===== src/verilog/tmr_cfg.svh =====
/*
 Register offsets, field positions, reset values and codes of the 8-bit timer.
 Assumes it is included by bare name from every file that needs a constant.
*/
`ifndef TMR_CFG_SVH
`define TMR_CFG_SVH

// ==========================================================
// Register map (byte addresses, 32-bit aligned words)
`define TMR_OFS_CTL_A 8'h24
`define TMR_OFS_CTL_B 8'h28
`define TMR_OFS_CNT 8'h2C
`define TMR_OFS_OCR_A 8'h30
`define TMR_OFS_OCR_B 8'h34
`define TMR_OFS_FLAG 8'h38

// ==========================================================
// Fields and values
`define TMR_RST_BYTE 8'h00
`define TMR_PAD 24'h000000
`define TMR_MAX 8'hFF
`define TMR_BOTTOM 8'h00
`define TMR_ONE 8'h01
`define TMR_OM_A 7:6
`define TMR_OM_B 5:4
`define TMR_WGM_LO 1:0
`define TMR_WGM_HI 3
`define TMR_CS 2:0
`define TMR_FLG_OCB 2
`define TMR_FLG_OCA 1
`define TMR_FLG_TOV 0
`define TMR_CTL_A_WMASK 8'hF3

// ==========================================================
// Waveform modes, clock selects, output modes
`define TMR_WGM_NORM 3'h0
`define TMR_WGM_PC_FF 3'h1
`define TMR_WGM_CTC 3'h2
`define TMR_WGM_FAST_FF 3'h3
`define TMR_WGM_PC_OCA 3'h5
`define TMR_WGM_FAST_OCA 3'h7
`define TMR_CS_STOP 3'h0
`define TMR_CS_DIV1 3'h1
`define TMR_CS_DIV8 3'h2
`define TMR_CS_DIV64 3'h3
`define TMR_CS_DIV256 3'h4
`define TMR_CS_DIV1024 3'h5
`define TMR_CS_EXT_FALL 3'h6
`define TMR_CS_EXT_RISE 3'h7
`define TMR_OM_OFF 2'h0
`define TMR_OM_TOG 2'h1
`define TMR_OM_CLR 2'h2
`define TMR_OM_SET 2'h3
`define TMR_PS_ONE 10'h001
`define TMR_PS_M8 10'h007
`define TMR_PS_M64 10'h03F
`define TMR_PS_M256 10'h0FF
`define TMR_PS_M1024 10'h3FF

`endif


===== src/verilog/tmr_pkg.sv =====
/*
 Types shared by the timer core and its waveform output stage.
 Assumes tmr_cfg.svh is compiled alongside; holds no logic.
*/
package tmr_pkg;

	// ==========================================================
	// Counting class decoded from the waveform mode
	typedef enum logic [3:0] {
		TMR_CLS_NORM = 4'h1,
		TMR_CLS_CTC = 4'h2,
		TMR_CLS_FAST = 4'h4,
		TMR_CLS_PC = 4'h8
	} tmr_cls_e;

	// ==========================================================
	// Events handed to each waveform output stage
	typedef struct packed {
		logic match;
		logic down;
		logic wrap;
		logic pc_top;
		logic cmp_top;
	} tmr_evt_s;

	typedef struct packed {
		logic oc;
	} tmr_wave_s;

	typedef struct packed {
		logic [7:0] ctl_a;
		logic wgm_hi;
		logic [2:0] cs;
		logic [7:0] cnt;
		logic down;
		logic blk;
		logic [7:0] ocra_buf;
		logic [7:0] ocrb_buf;
		logic [7:0] ocra;
		logic [7:0] ocrb;
		logic [2:0] flg;
		logic [9:0] ps;
		logic ext_s1;
		logic ext_s2;
		logic ext_s3;
		logic [31:0] rdata;
		logic err;
		logic pin_a;
		logic pin_a_oe_b;
		logic pin_b;
		logic pin_b_oe_b;
	} tmr_state_s;

endpackage


===== src/verilog/tmr_wave.sv =====
/*
 One compare output stage: drives the compare output level from match and count events.
 Assumes events arrive already qualified by the timer tick from the counter core.
*/
`timescale 1ns/1ps
`include "tmr_cfg.svh"

module tmr_wave (
	input wire logic core_clk,
	input wire logic rst_b,
	input wire tmr_pkg::tmr_cls_e cls,
	input wire logic [1:0] om,
	input wire logic tog_ok,
	input wire tmr_pkg::tmr_evt_s evt,
	output logic oc
);

	tmr_pkg::tmr_wave_s s_q;
	tmr_pkg::tmr_wave_s s_d;

	// ==========================================================
	// Output level update
	always_comb begin
		s_d = s_q;
		case (cls)
			tmr_pkg::TMR_CLS_NORM, tmr_pkg::TMR_CLS_CTC: begin
				if (evt.match) begin
					case (om)
						`TMR_OM_TOG: s_d.oc = !s_q.oc;
						`TMR_OM_CLR: s_d.oc = 1'h0;
						`TMR_OM_SET: s_d.oc = 1'h1;
						default: s_d.oc = s_q.oc;
					endcase
				end
			end
			tmr_pkg::TMR_CLS_FAST: begin
				if (evt.match && om == `TMR_OM_TOG && tog_ok) begin
					s_d.oc = !s_q.oc;
				end
				if (om[1]) begin
					// A compare value at TOP loses its match; the level is set at BOTTOM only.
					if (evt.match && !evt.cmp_top) begin
						s_d.oc = (om == `TMR_OM_SET);
					end
					if (evt.wrap) begin
						s_d.oc = (om == `TMR_OM_CLR);
					end
				end
			end
			tmr_pkg::TMR_CLS_PC: begin
				if (evt.match && om == `TMR_OM_TOG && tog_ok) begin
					s_d.oc = !s_q.oc;
				end
				if (om[1]) begin
					if (evt.match && !evt.cmp_top) begin
						s_d.oc = evt.down ? (om == `TMR_OM_CLR) : (om == `TMR_OM_SET);
					end
					if (evt.pc_top && evt.cmp_top) begin
						s_d.oc = (om == `TMR_OM_CLR);
					end
				end
			end
			default: s_d = s_q;
		endcase
	end

	always_ff @(posedge core_clk or negedge rst_b) begin
		if (!rst_b) begin
			s_q <= tmr_pkg::tmr_wave_s'(1'h0);
		end else begin
			s_q <= s_d;
		end
	end

	assign oc = s_q.oc;
endmodule


===== src/verilog/tmr_core.sv =====
/*
 8-bit timer core: APB registers, prescaler, counter, compare buffers, flags and output pins.
 Assumes an APB master on core_clk, port data and direction from same-clock logic,
 and an asynchronous external count pin.
*/
// Local design decision: the APB slave port.
`timescale 1ns/1ps
`include "tmr_cfg.svh"

module tmr_core (
	input wire logic core_clk,
	input wire logic rst_b,
	input wire logic psel,
	input wire logic penable,
	input wire logic pwrite,
	input wire logic [7:0] paddr,
	input wire logic [31:0] pwdata,
	output logic [31:0] prdata,
	output logic pready,
	output logic pslverr,
	input wire logic ext_count_pin,
	input wire logic port_data_a,
	input wire logic port_dir_a,
	input wire logic port_data_b,
	input wire logic port_dir_b,
	input wire logic vec_ack_ovf,
	input wire logic vec_ack_a,
	input wire logic vec_ack_b,
	output logic compare_out_a,
	output logic compare_out_a_oe_b,
	output logic compare_out_b,
	output logic compare_out_b_oe_b,
	output logic match_flag_a,
	output logic match_flag_b,
	output logic overflow_flag
);

	tmr_pkg::tmr_state_s s_q;
	tmr_pkg::tmr_state_s s_d;
	tmr_pkg::tmr_cls_e cls;
	tmr_pkg::tmr_evt_s evt_a;
	tmr_pkg::tmr_evt_s evt_b;
	logic [2:0] waveform_mode;
	logic [1:0] chan_a_output_mode;
	logic [1:0] chan_b_output_mode;
	logic [7:0] top;
	logic timer_tick_enable;
	logic at_top;
	logic at_bot;
	logic match_a;
	logic match_b;
	logic wrap;
	logic pc_top;
	logic ovf;
	logic setup;
	logic wr_acc;
	logic [2:0] flg_clr;
	logic oc_a;
	logic oc_b;

	// ==========================================================
	// Decoding helpers
	function automatic tmr_pkg::tmr_cls_e f_cls(input logic [2:0] w);
		case (w)
			`TMR_WGM_CTC: f_cls = tmr_pkg::TMR_CLS_CTC;
			`TMR_WGM_FAST_FF, `TMR_WGM_FAST_OCA: f_cls = tmr_pkg::TMR_CLS_FAST;
			`TMR_WGM_PC_FF, `TMR_WGM_PC_OCA: f_cls = tmr_pkg::TMR_CLS_PC;
			default: f_cls = tmr_pkg::TMR_CLS_NORM;
		endcase
	endfunction

	function automatic logic f_mapped(input logic [7:0] a);
		f_mapped = (a == `TMR_OFS_CTL_A) || (a == `TMR_OFS_CTL_B) || (a == `TMR_OFS_CNT) ||
			(a == `TMR_OFS_OCR_A) || (a == `TMR_OFS_OCR_B) || (a == `TMR_OFS_FLAG);
	endfunction

	function automatic logic f_tick(input logic [2:0] cs, input logic [9:0] ps, input logic rise,
		input logic fall);
		case (cs)
			`TMR_CS_DIV1: f_tick = 1'h1;
			`TMR_CS_DIV8: f_tick = (ps & `TMR_PS_M8) == `TMR_PS_M8;
			`TMR_CS_DIV64: f_tick = (ps & `TMR_PS_M64) == `TMR_PS_M64;
			`TMR_CS_DIV256: f_tick = (ps & `TMR_PS_M256) == `TMR_PS_M256;
			`TMR_CS_DIV1024: f_tick = (ps & `TMR_PS_M1024) == `TMR_PS_M1024;
			`TMR_CS_EXT_FALL: f_tick = fall;
			`TMR_CS_EXT_RISE: f_tick = rise;
			default: f_tick = 1'h0;
		endcase
	endfunction

	// ==========================================================
	// Mode, TOP and events
	assign waveform_mode = {s_q.wgm_hi, s_q.ctl_a[`TMR_WGM_LO]};
	assign chan_a_output_mode = s_q.ctl_a[`TMR_OM_A];
	assign chan_b_output_mode = s_q.ctl_a[`TMR_OM_B];
	assign cls = f_cls(waveform_mode);

	always_comb begin
		case (waveform_mode)
			`TMR_WGM_CTC, `TMR_WGM_PC_OCA, `TMR_WGM_FAST_OCA: top = s_q.ocra;
			default: top = `TMR_MAX;
		endcase
	end

	// The prescaler and the pin edge only make a one-cycle enable; no second clock exists.
	assign timer_tick_enable = f_tick(s_q.cs, s_q.ps, s_q.ext_s2 && !s_q.ext_s3,
		!s_q.ext_s2 && s_q.ext_s3);
	assign at_top = s_q.cnt == top;
	assign at_bot = s_q.cnt == `TMR_BOTTOM;
	assign match_a = timer_tick_enable && !s_q.blk && s_q.cnt == s_q.ocra;
	assign match_b = timer_tick_enable && !s_q.blk && s_q.cnt == s_q.ocrb;
	assign wrap = timer_tick_enable && cls == tmr_pkg::TMR_CLS_FAST && at_top;
	assign pc_top = timer_tick_enable && cls == tmr_pkg::TMR_CLS_PC && !s_q.down && at_top;

	always_comb begin
		case (waveform_mode)
			`TMR_WGM_NORM, `TMR_WGM_CTC, `TMR_WGM_FAST_FF: ovf = timer_tick_enable && s_q.cnt == `TMR_MAX;
			`TMR_WGM_FAST_OCA: ovf = timer_tick_enable && at_top;
			`TMR_WGM_PC_FF, `TMR_WGM_PC_OCA: ovf = timer_tick_enable && s_q.down && at_bot;
			default: ovf = 1'h0;
		endcase
	end

	assign evt_a = '{match: match_a, down: s_q.down && !at_bot, wrap: wrap, pc_top: pc_top,
		cmp_top: s_q.ocra == top};
	assign evt_b = '{match: match_b, down: s_q.down && !at_bot, wrap: wrap, pc_top: pc_top,
		cmp_top: s_q.ocrb == top};

	// ==========================================================
	// APB access
	// Read data is captured in the setup cycle, so every access ends in its first access cycle.
	assign setup = psel && !penable;
	assign wr_acc = psel && penable && pwrite && !s_q.err;
	assign pready = psel && penable;
	assign pslverr = psel && penable && s_q.err;
	assign prdata = s_q.rdata;

	always_comb begin
		flg_clr = {vec_ack_b, vec_ack_a, vec_ack_ovf};
		if (wr_acc && paddr == `TMR_OFS_FLAG) begin
			flg_clr = flg_clr | pwdata[2:0];
		end
	end

	// ==========================================================
	// Next state
	always_comb begin
		s_d = s_q;
		s_d.ext_s1 = ext_count_pin;
		s_d.ext_s2 = s_q.ext_s1;
		s_d.ext_s3 = s_q.ext_s2;
		s_d.ps = (s_q.cs == `TMR_CS_STOP) ? 10'h000 : s_q.ps + `TMR_PS_ONE;

		if (timer_tick_enable) begin
			s_d.blk = 1'h0;
			case (cls)
				tmr_pkg::TMR_CLS_CTC, tmr_pkg::TMR_CLS_FAST: begin
					s_d.cnt = at_top ? `TMR_BOTTOM : s_q.cnt + `TMR_ONE;
				end
				tmr_pkg::TMR_CLS_PC: begin
					if (!s_q.down && at_top) begin
						s_d.down = 1'h1;
						s_d.cnt = s_q.cnt - `TMR_ONE;
					end else if (s_q.down && at_bot) begin
						s_d.down = 1'h0;
						s_d.cnt = s_q.cnt + `TMR_ONE;
					end else begin
						s_d.cnt = s_q.down ? s_q.cnt - `TMR_ONE : s_q.cnt + `TMR_ONE;
					end
				end
				default: s_d.cnt = s_q.cnt + `TMR_ONE;
			endcase
		end
		if (cls != tmr_pkg::TMR_CLS_PC) begin
			s_d.down = 1'h0;
		end

		// Compare buffers: straight through, or loaded at BOTTOM or TOP.
		case (cls)
			tmr_pkg::TMR_CLS_FAST: begin
				if (wrap) begin
					s_d.ocra = s_q.ocra_buf;
					s_d.ocrb = s_q.ocrb_buf;
				end
			end
			tmr_pkg::TMR_CLS_PC: begin
				if (pc_top) begin
					s_d.ocra = s_q.ocra_buf;
					s_d.ocrb = s_q.ocrb_buf;
				end
			end
			default: begin
				s_d.ocra = s_q.ocra_buf;
				s_d.ocrb = s_q.ocrb_buf;
			end
		endcase

		// A hardware set in the same cycle as a clear wins, so no event is lost.
		s_d.flg = (s_q.flg & ~flg_clr) | {match_b, match_a, ovf};

		if (setup) begin
			s_d.err = !f_mapped(paddr);
			case (paddr)
				`TMR_OFS_CTL_A: s_d.rdata = {`TMR_PAD, s_q.ctl_a};
				`TMR_OFS_CTL_B: s_d.rdata = {`TMR_PAD, 4'h0, s_q.wgm_hi, s_q.cs};
				`TMR_OFS_CNT: s_d.rdata = {`TMR_PAD, s_q.cnt};
				`TMR_OFS_OCR_A: s_d.rdata = {`TMR_PAD, s_q.ocra_buf};
				`TMR_OFS_OCR_B: s_d.rdata = {`TMR_PAD, s_q.ocrb_buf};
				`TMR_OFS_FLAG: s_d.rdata = {`TMR_PAD, 5'h00, s_q.flg};
				default: s_d.rdata = {`TMR_PAD, `TMR_RST_BYTE};
			endcase
		end

		if (wr_acc) begin
			case (paddr)
				`TMR_OFS_CTL_A: s_d.ctl_a = pwdata[7:0] & `TMR_CTL_A_WMASK;
				`TMR_OFS_CTL_B: begin
					s_d.wgm_hi = pwdata[`TMR_WGM_HI];
					s_d.cs = pwdata[`TMR_CS];
				end
				`TMR_OFS_CNT: begin
					// A counter write suppresses the match on the next tick.
					s_d.cnt = pwdata[7:0];
					s_d.blk = 1'h1;
				end
				`TMR_OFS_OCR_A: s_d.ocra_buf = pwdata[7:0];
				`TMR_OFS_OCR_B: s_d.ocrb_buf = pwdata[7:0];
				default: s_d.err = s_q.err;
			endcase
		end

		s_d.pin_a = (chan_a_output_mode != `TMR_OM_OFF) ? oc_a : port_data_a;
		s_d.pin_a_oe_b = !port_dir_a;
		s_d.pin_b = (chan_b_output_mode != `TMR_OM_OFF) ? oc_b : port_data_b;
		s_d.pin_b_oe_b = !port_dir_b;
	end

	always_ff @(posedge core_clk or negedge rst_b) begin
		if (!rst_b) begin
			s_q <= '{default: '0, pin_a_oe_b: 1'h1, pin_b_oe_b: 1'h1};
		end else begin
			s_q <= s_d;
		end
	end

	// ==========================================================
	// Waveform output stages
	tmr_wave u_wave_a (
		.core_clk(core_clk),
		.rst_b(rst_b),
		.cls(cls),
		.om(chan_a_output_mode),
		.tog_ok(s_q.wgm_hi),
		.evt(evt_a),
		.oc(oc_a)
	);

	tmr_wave u_wave_b (
		.core_clk(core_clk),
		.rst_b(rst_b),
		.cls(cls),
		.om(chan_b_output_mode),
		.tog_ok(1'h0),
		.evt(evt_b),
		.oc(oc_b)
	);

	assign compare_out_a = s_q.pin_a;
	assign compare_out_a_oe_b = s_q.pin_a_oe_b;
	assign compare_out_b = s_q.pin_b;
	assign compare_out_b_oe_b = s_q.pin_b_oe_b;
	assign match_flag_a = s_q.flg[`TMR_FLG_OCA];
	assign match_flag_b = s_q.flg[`TMR_FLG_OCB];
	assign overflow_flag = s_q.flg[`TMR_FLG_TOV];

	logic cnt_wr;
	assign cnt_wr = wr_acc && paddr == `TMR_OFS_CNT;
endmodule


===== config.mk =====
export PLATFORM = sky130hd
export DESIGN_NAME = tmr_core
export DESIGN_NICKNAME = d
export VERILOG_FILES = /design/src/verilog/tmr_pkg.sv /design/src/verilog/tmr_wave.sv /design/src/verilog/tmr_core.sv
export VERILOG_INCLUDE_DIRS = /design/src /design/src/verilog
export SDC_FILE = /design/constraint.sdc
export NUM_CORES = 1
export LEC_CHECK = 0
export BUFFER_PORTS_ARGS = -buffer_cell sky130_fd_sc_hd__buf_2
export CAP_MARGIN = 10
export CORE_UTILIZATION = 62
export DETAILED_ROUTE_END_ITERATION = 8
export PLACE_DENSITY_LB_ADDON = 0.1
export SYNTH_ARGS = -nofsm -noshare
export SYNTH_HDL_FRONTEND = slang
export SYNTH_HIERARCHICAL = 1
export SYNTH_SLANG_ARGS = --single-unit
export TNS_END_PERCENT = 20

===== constraint.sdc =====
create_clock -name core_clk -period 10.65 [get_ports core_clk]
set_input_delay 1.065 -clock core_clk [delete_from_list [all_inputs] [get_ports core_clk]]
set_output_delay 1.065 -clock core_clk [all_outputs]
set_load 0.005 [all_outputs]

* Yosys cells after proc, flatten, opt, wreduce, memory -nomap -nowiden *
Index checks and enable logic that the tools add are counted.

word-level totals
  flip-flop bits (word level) = 83
  bits of input ports = 53
  output and inout port bits = 41
  logic and storage cells = 203

operators by class
  $add $sub $neg = 3
  equality and inequality tests = 50
  multiplexer cells = 51
  bitwise logic cells = 4
  reductions and logical operators = 72

operators with widths
  kind                   number
  $mux 8                 8
  $eq 8x6->1 const B     6
  $pmux 8 s6             1
  $eq 8x8->1             5
  $mux 16                2
  $pmux 16 s2            1
  $logic_and 1x1->1      29
  $mux 1                 26
  $eq 3x3->1 const B     7
  $mux 10                2
  $mux 17                1
  $eq 8x8->1 const B     2
  $pmux 8 s2             1
  $pmux 1 s3             5
  $logic_not 1->1        14
  $ne 2x2->1 const B     7
  $eq 3x2->1 const B     4
  $pmux 4 s3             1
  $add 10x1->10 const B  1
  $eq 10x10->1 const B   1
  $reduce_and 2->1       5
  $mux 9                 1
  $add 8x1->8 const B    1
  $eq 2x2->1 const B     4
  other kinds (27)       45

* Logic depth before layout (Yosys ltp) *
Gate-level depths: netlist of run 1.

  word-level depth = 12
  gate-level depth with buffers = 16
  mapped depth without buffers = 13

* Hierarchy *
Netlist of run 1, hierarchy kept.

modules (own cells, without submodules)
  module    times used  cells an instance  area an instance (sq um)  sequential area each (sq um)
  tmr_core  1           508                4,982.3                   2,029.4
  tmr_wave  2           43                 316.6                     25.0

* Least setup slack after synthesis of run 1 *
OpenSTA, ideal clock, no wires.

  path kind = register -> register
  start point = register s_q[99] in the netlist's numbering
  end point = register u_wave_b.s_q, in the netlist u_wave_b/oc
  setup time = 0.125 ns
  data arrival time = 3.267 ns
  required time = 10.525 ns
  setup slack = 7.258 ns
  cell stages (with the launch flop) = 17
  buffers on the path = 3
  period minus slack after synthesis = 3.392 ns
  cells stage by stage = dfrtp_1 buf_6 or3b_1 buf_6 inv_1 a21oi_1 clkbuf_1 nor3_1 a21o_1 a22o_1 a21oi_1 nor4_1 nor2b_4 a311o_1 a21oi_1 o22ai_1 o2bb2ai_1

on the way
  word-level cells in the longest chain between the ends = 11
  elaborated cells between the ends (all ways) = 38
  those cells by class = eq/ne: 17; mux: 7; reduce/logical: 14

ends and longest elaborated chain
  what                                line                             RTL
  start: declaration                  tmr_core.sv:38                   tmr_pkg::tmr_state_s s_q;
  start signal: assignment            tmr_core.sv:240                  s_q <= '{default: '0, pin_a_oe_b: 1'h1, pin_b_oe_b: 1'h1};
  start signal: assignment            tmr_core.sv:242                  s_q <= s_d;
  $eq 3x1->1 (tied with other cells)  tmr_core.sv:64                   case (w)
  $reduce_or 2->1                     tmr_core.sv:64
  $pmux 4 s3 (*)                      tmr_core.sv:64
  via cls[1]                          tmr_core.sv:40                   tmr_pkg::tmr_cls_e cls;
  $eq 4x4->1                          tmr_wave.sv:25, tmr_core.sv:113
  $logic_and 1x1->1 (3 in series)     tmr_core.sv:113                  assign pc_top = timer_tick_enable && cls == tmr_pkg::TMR_CLS_PC && !s_q.down && at_top;
  $logic_and 1x1->1                   tmr_wave.sv:58                   if (evt.pc_top && evt.cmp_top) begin
  $mux 1                              tmr_wave.sv:58
  $mux 1                              tmr_wave.sv:54                   if (om[1]) begin
  $pmux 1 s3                          tmr_wave.sv:25                   case (cls)
  end signal: assignment              tmr_wave.sv:69                   s_q <= tmr_pkg::tmr_wave_s'(1'h0);
  end: declaration                    tmr_wave.sv:18                   tmr_pkg::tmr_wave_s s_q;

The timed path passes the listed nets; every way through them passes the cells marked *. The select of a mux whose other input is x is not followed.
A chain may end at the register's enable or synchronous reset.

* Final worst setup path of run 1 *
  start point = register s_q[98] in the netlist's numbering
  end point = register u_wave_b.s_q, in the netlist u_wave_b/oc

Same word-level chain as after synthesis.

==> results of run 1 <==
-- per-layer routing --
| metal | share of wire (%) | track usage (%) | vias up |
|---|---|---|---|
| met5 | 0 | 0 | - |
| met2 | 47 | 46.7 | 182 |
| met1 | 45 | 41.0 | 2284 |
| li1 | - | - | 2154 |
| met3 | 5.6 | 4.96 | 23 |
| met4 | 2.2 | 9.99 | 0 |
-- cell type report --
type / instances / area [um2]
clock buffer: 10 / 128
clock inverter: 6 / 46.3
fill: 740 / 2900
inverter: 24 / 90.1
multi-input combinational: 445 / 3110
sequential: 83 / 2080
tap: 108 / 135
timing repair buffer: 51 / 273
-- worst reg2reg max path: stages, from the launching register on --
cell and delay, ns:
dfrtp_1 0.61, or3b_1 0.39, inv_1 0.29, a21oi_1 0.87
a22o_1 0.27, a21oi_1 0.06, nor4_1 0.97, nor2b_4 0.08
a311o_1 0.38, a21oi_1 0.11, o22ai_1 0.08, o2bb2ai_1 0.13
-- power groups by stage --
| stage | registers (uW) | clock network [uW] | logic [uW] |
|---|---|---|---|
| 6_report | 319 | 211 | 26.4 |
| 5_1_grt | 319 | 228 | 30.2 |
| 4_1_cts | 319 | 215 | 26.9 |
| 2_1_floorplan | 324 | 0 | 17.1 |
| 3_5_place_dp | 325 | 0 | 26.8 |
| 3_3_place_gp | 325 | 0 | 26.3 |
-- placed cells by master (no fill, tap or decap), types with 9 or more instances in the layout --
cell,Yosys,routed
nor4_1,9,9
mux2i_1,9,9
conb_1,1,28
nand3_1,18,18
mux2_1,12,12
inv_1,23,23
mux2_2,34,34
nand2_1,47,47
nor3_1,16,16
buf_2,9,44
xnor2_1,23,23
dfrtp_1,81,81
nor2_1,28,28
xor2_1,16,16
a21oi_1,30,30
clkbuf_8,0,9
o21ai_0,22,22
-- state kept, by name (all words and copies together), names as in the netlist --
register            cells
s_d                     2
compare_out_b           1
compare_out_a_oe_b      1
prdata                  8
chan_a_output_mode      2
u_wave_b/oc             1
chan_b_output_mode      2
u_wave_a/oc             1
compare_out_a           1
compare_out_b_oe_b      1
match_flag_a            1
overflow_flag           1
match_flag_b            1
s_q                    60
-- metrics by stage --
| stage | util [%] | area [um2] | hold slack [ns] |
|---|---|---|---|
| 3_3_place_gp | 64.9 | 5690 | 0.337 |
| 5_1_grt | 66.9 | 5860 | 0.383 |
| 3_5_place_dp | 64.9 | 5690 | 0.348 |
| 4_1_cts | 66.9 | 5860 | 0.374 |
| 6_report | 66.9 | 5860 | 0.368 |
| 2_1_floorplan | - | 5720 | 0.331 |
-- cell families after synthesis --
kind of cell / count (synthesis) / share of synthesized area (%)
AO/OA/AOI/OAI: 133 / 16.6
XOR/XNOR: 39 / 6.08
adder cells (fa/ha/maj): 5 / 1.11
buffers and inverters: 93 / 9.36
flip-flops: 83 / 37.0
multiplexers: 55 / 10.8
other: 1 / 0.0668
AND/OR/NAND/NOR: 185 / 18.9
-- final timing paths --
path / startpoint / to / slack [ns] / cells past startpoint
max: s_q[98] / u_wave_b/oc / 6.29 / 11
min: s_d[38] / s_d[37] / 0.37 / 0
max reg2reg: s_q[98] / u_wave_b/oc / 6.29 / 11
min reg2reg: s_d[38] / s_d[37] / 0.37 / 0
max in group asynchronous: rst_b / s_q[47] / 8.97 / 2
min in group asynchronous: rst_b / u_wave_a/oc / 0.47 / 1
==> metrics.cfg, run 1 <==
[run_status]
status = completed

[logic_synthesis]
synth_cells = 594
yosys.area.top_type = dfrtp_1
avgSynthCellArea_um2 = 9.45
synth-seq-area-share_pct = 37.0
ys_ff_latch = 83
synth_edf_count = 0
synth_common_cells = dfrtp_1, nand2_1, mux2_2
ys_warn_count = 6
synth_top_flop_cell = dfrtp_1
syn_area_um2 = 5620
synth_cell_types = 83
yosysMostFrequentCell = dfrtp_1
async_flop_share_pct = 100
synth_area_leaders = dfrtp_1, mux2_2, buf_4
synth.top_cell.area_share_pct = 36.1

[drt]
antenna_left = 0
vias = 4643
drt-wirelength-per-cell_um = 18.7
drtIter0Drc = 445
routed_wl_um = 13600
drt-pass1-iter-count = 6
drc_errors = 0
post_drt_via_cell_ratio = 6.39

[pwr]
switchingPower_uw = 144
p_leak_uw = 0.00274
finalPower_uw = 557
power.density_nw_per_um2 = 94.9
internal-power_uw = 413
switching_share_pct = 25.8
peakVddDrop_uv = 89.5
p_seq_share_pct = 57.3
pwr-share-comb_pct = 4.7
pwr-share-clk_pct = 37.9

[global_route]
antenna_found_initial = 0
gr-total-overflow = 0
grt_max_degree = 82
grt_pass1_wl_um = 22000
grt_pass1_vias = 4372
grt_usage_pct = 29.4

[finish]
final_layout_size_suffix_gt1_share_pct = 20.2
syn_to_final_growth_pct = 4.41
fin_nets = 672
diodes = 0
stdcell_count = 727

[worst_setup_path]
cp.required_ns = 10.89
path_max_fanout = 13
cpMaxStageDelayCell = nor4_1
cp_cell_sequence = or3b_1 > inv_1 > a21oi_1 > a22o_1 > a21oi_1 > nor4_1 > nor2b_4 > a311o_1 > a21oi_1 > o22ai_1 > o2bb2ai_1
end_kind = register
critPathKind = register to register
cp_common_cell = a21oi_1
path_delay_family = compound AO/OA/AOI/OAI gates
crit_buf_inv = 1
critPathMaxStageDelay_ns = 0.97
crit_arrival_ns = 4.60
worst_setup_path_start_kind = register

[clock_tree]
cts_buffers = 9
clk_pin_slew_ns = 0.09
cts_tree = yes
clock_latency_ns = 0.36
holdBufCountCts = 0
cts_root_buffer = clkbuf_8
cts_resized = 0
clock_sinks = 83
htreeDepth = 3
postCtsSetupBuffers = 0
clock_path_buffers = 2

[job]
drv_cap = 0

[floorplanning]
die_w_um = 97.2
initial_core_util_pct = 64.1
die_area_um2 = 9440
pin_count = 94
rows = 34
die_h_um = 97.2
core_um2 = 8760

[placed_design]
place_congestion = 0.926
portBuffers = 45
placedCellCount = 711
preCtsSetupSlack_ns = 6.40
detailed_place_hpwl_um = 9690

[timing]
setup_slack_ns = 6.29
period_needed_ns = 4.36
tightest_slew_ns = 1.13
finalHoldViolations = 0
final_max_slew_viol_count = 0
slew_headroom_pct = 23.8
clock.fmax_mhz = 229
clock_skew_ns = 0.0150
rsz0062_at_grt = false
fin_crit_sh_pct = 40.9
finalSetupViolations = 0
fin_tns_setup_ns = 0

[min_path]
hp-class = register to register

Power figures use the tool's default switching activity.
==> run 2, diff against run 1 <==
- ABC_AREA: not set -> 1
- CORE_UTILIZATION: 62 -> 58
- clock period: 10.65 -> 4.2 ns (I/O delays scaled with it)
==> run 2 against run 1 <==
Against the previous run: clock power rose to 2.7 times the previous value; sequential share of layout area down 1.3 points; largest power group unchanged; critical endpoint unchanged; via count up 13%; cell area up 3.7%; die area up 9.4%; first-iteration DRC count down 9.9%; clock skew down 0.0022 ns; area after synthesis up 2.5%; flip-flop and latch count unchanged; register-to-register slack worse by 5.4 ns; worst setup slack worse by 5.4 ns; global-route usage up 1.3 points.
==> metrics.cfg, run 2 <==
[finish]
fillCellCount = 875  ; +18%
syn_to_final_growth_pct = 5.61
fin_nets = 894  ; +33%
layout_common_cells = nand2_1, inv_1, dfrtp_1, nor2_1, o21ai_0
final_layout_size_suffix_gt1_share_pct = 16.5  ; -3.7 points
largest_reg_flops = 60  ; unchanged
final_common_cell = nand2_1
stdcell_count = 970  ; +33%
diodes = 0  ; unchanged
largest-register = s_q

[clock_tree]
postCtsSetupBuffers = 0  ; unchanged
clk_pin_slew_ns = 0.10  ; about the same
cts_resized = 0  ; unchanged
cts_root_buffer = clkbuf_8
clock_path_buffers = 2  ; unchanged
clock_sinks = 83  ; unchanged
cts_tree = yes
holdBufCountCts = 0  ; unchanged
clock_latency_ns = 0.36  ; about the same
htreeDepth = 3  ; unchanged
cts_buffers = 9  ; unchanged

[logic_synthesis]
avgSynthCellArea_um2 = 7.18  ; -24%
synth_edf_count = 0  ; unchanged
synth_top_flop_cell = dfrtp_1
ys_ff_latch = 83  ; unchanged
yosysMostFrequentCell = nand2_1
synth.top_cell.area_share_pct = 35.2  ; -0.89 points
synth_cells = 802  ; +35%
synth_area_leaders = dfrtp_1, nand2_1, inv_1
syn_area_um2 = 5760  ; +2.5%
synth-seq-area-share_pct = 36.1  ; -0.92 points
synth_cell_types = 51  ; -39%
synth_common_cells = nand2_1, inv_1, dfrtp_1
yosys.area.top_type = dfrtp_1
async_flop_share_pct = 100  ; unchanged
ys_warn_count = 6  ; unchanged

[drt]
routed_wl_um = 14700  ; +8.2%
drc_errors = 0  ; unchanged
drtIter0Drc = 401  ; -9.9%
post_drt_via_cell_ratio = 5.42  ; -15%
vias = 5254  ; +13%
drt-wirelength-per-cell_um = 15.2  ; -19%
antenna_left = 0  ; unchanged
drt-pass1-iter-count = 6  ; unchanged

[job]
drv_cap = 0  ; unchanged

[worst_setup_path]
critPathKind = register to register
reg2reg_setup_slack_ns = 0.89  ; -5.40 ns
cp.required_ns = 4.50  ; -6.39 ns
r2r_end = u_wave_b/oc
end_kind = register
crit_arrival_ns = 3.60  ; -1.00 ns
path_max_fanout = 17  ; +4
reg2reg_depth = 20  ; +9
worstReg2RegStart = s_q[40]
worst_setup_path_start_kind = register

[floorplanning]
rows = 35  ; +2.9%
die_h_um = 102  ; +4.6%
core_um2 = 9420  ; +7.4%
pin_count = 94  ; unchanged
die_area_um2 = 10300  ; +9.4%
initial_core_util_pct = 61.2  ; -2.9 points
die_w_um = 102  ; +4.6%

[timing]
finalSetupViolations = 0  ; unchanged
period_needed_ns = 3.31  ; -1.05 ns
clock_skew_ns = 0.0128  ; -0.00220 ns
final_max_slew_viol_count = 0  ; unchanged
finalHoldViolations = 0  ; unchanged
whs_ns = 0.153  ; -0.215 ns
fin_tns_setup_ns = 0  ; unchanged
tightest_slew_ns = 1.04  ; -0.0971 ns
slew_headroom_pct = 30.4  ; +6.6 points
clock.fmax_mhz = 302  ; +32%
rsz0062_at_grt = false
fin_crit_sh_pct = 78.8  ; +38 points

[pwr]
power.density_nw_per_um2 = 323  ; +240%
p_leak_uw = 0.00302  ; +10%
peakVddDrop_uv = 207  ; +130%

[min_path]
hold_depth = 2  ; +2
holdPathEnd = compare_out_b_oe_b
worstHoldStart = port_dir_b
hp-class = primary input to register

[global_route]
antenna_found_initial = 0  ; unchanged
grt_max_degree = 84  ; +2.4%
grt_usage_pct = 30.7  ; +1.3 points
grt_pass1_vias = 4801  ; +9.8%
grt_pass1_wl_um = 23900  ; +8.8%
gr-total-overflow = 0  ; unchanged

[placed_design]
placedCellCount = 954  ; +34%
place_congestion = 0.939  ; +1.4%
portBuffers = 45  ; unchanged
detailed_place_hpwl_um = 11200  ; +16%

[run_status]
status = completed

-- run 2: per-stage QoR --
stage	setup WS (ns)	total power [uW]	util [%]	instance area, um2
floorplan	1.71	1290	-	5850
global placement	0.996	1390	62.6	5890
detailed placement	0.912	1390	62.6	5890
CTS	0.876	1970	64.6	6080
global route	0.437	2070	64.6	6080
finish	0.892	1960	64.6	6080
-- run 2: power breakdown --
group | internal (uW) | switching, uW
Sequential | 835 | 74.0
Clock | 232 | 342
Combinational | 167 | 314
Total | 1230 | 730
-- run 2: worst max-delay path, cell delays in order (launching register included) --
cell	delay, ns
dfrtp_1	0.38
ha_1	0.18
nand3_1	0.10
nor2_1	0.13
nand2_1	0.10
nor3_1	0.31
nand2_1	0.09
nand3_1	0.08
nand2_1	0.38
or2_2	0.49
nor2_1	0.22
inv_1	0.07
nor2_1	0.17
inv_1	0.07
nand3_2	0.08
nand2_1	0.05
nand2_1	0.05
nand2_1	0.04
nand2_1	0.06
nand2_1	0.06
a21oi_2	0.12
-- run 2: final cells by class --
cell class | instances | area [um2] | share of cell area (%)
Multi-Input combinational cell | 576 | 2960 | 48.7
Sequential cell | 83 | 2080 | 34.2
Clock buffer | 9 | 124 | 2.04
Clock inverter | 7 | 66.3 | 1.09
Inverter | 119 | 447 | 7.35
Timing Repair Buffer | 47 | 243 | 3.99
Tap cell | 129 | 161 | 2.65
-- run 2: metal layers --
| metal | up-vias | part of all wire, % | track usage (%) |
|---|---|---|---|
| met2 | 213 | 45 | 48.9 |
| li1 | 2583 | - | - |
| met5 | - | 0 | 0 |
| met1 | 2432 | 44 | 42.2 |
| met4 | 0 | 1.9 | 9.36 |
| met3 | 26 | 8.4 | 6.49 |
-- run 2: cells by family after synthesis --
kind of cell    synth area share (%)
buf+inv                         14.2
flops                           36.1
other cells                   0.0651
fa+ha+maj                       1.09
simple gates                    31.7
mux                            0.391
xor+xnor                        3.19
compound gates                  13.3
-- run 2: worst max path at each step --
stage / from / endpoint
2_1_floorplan: s_q[40] / u_wave_a/oc
3_5_place_dp: s_q[40] / u_wave_b/oc
5_1_grt: s_q[40] / u_wave_b/oc
3_3_place_gp: s_q[40] / u_wave_b/oc
6_report: s_q[40] / u_wave_b/oc
4_1_cts: s_q[40] / u_wave_b/oc
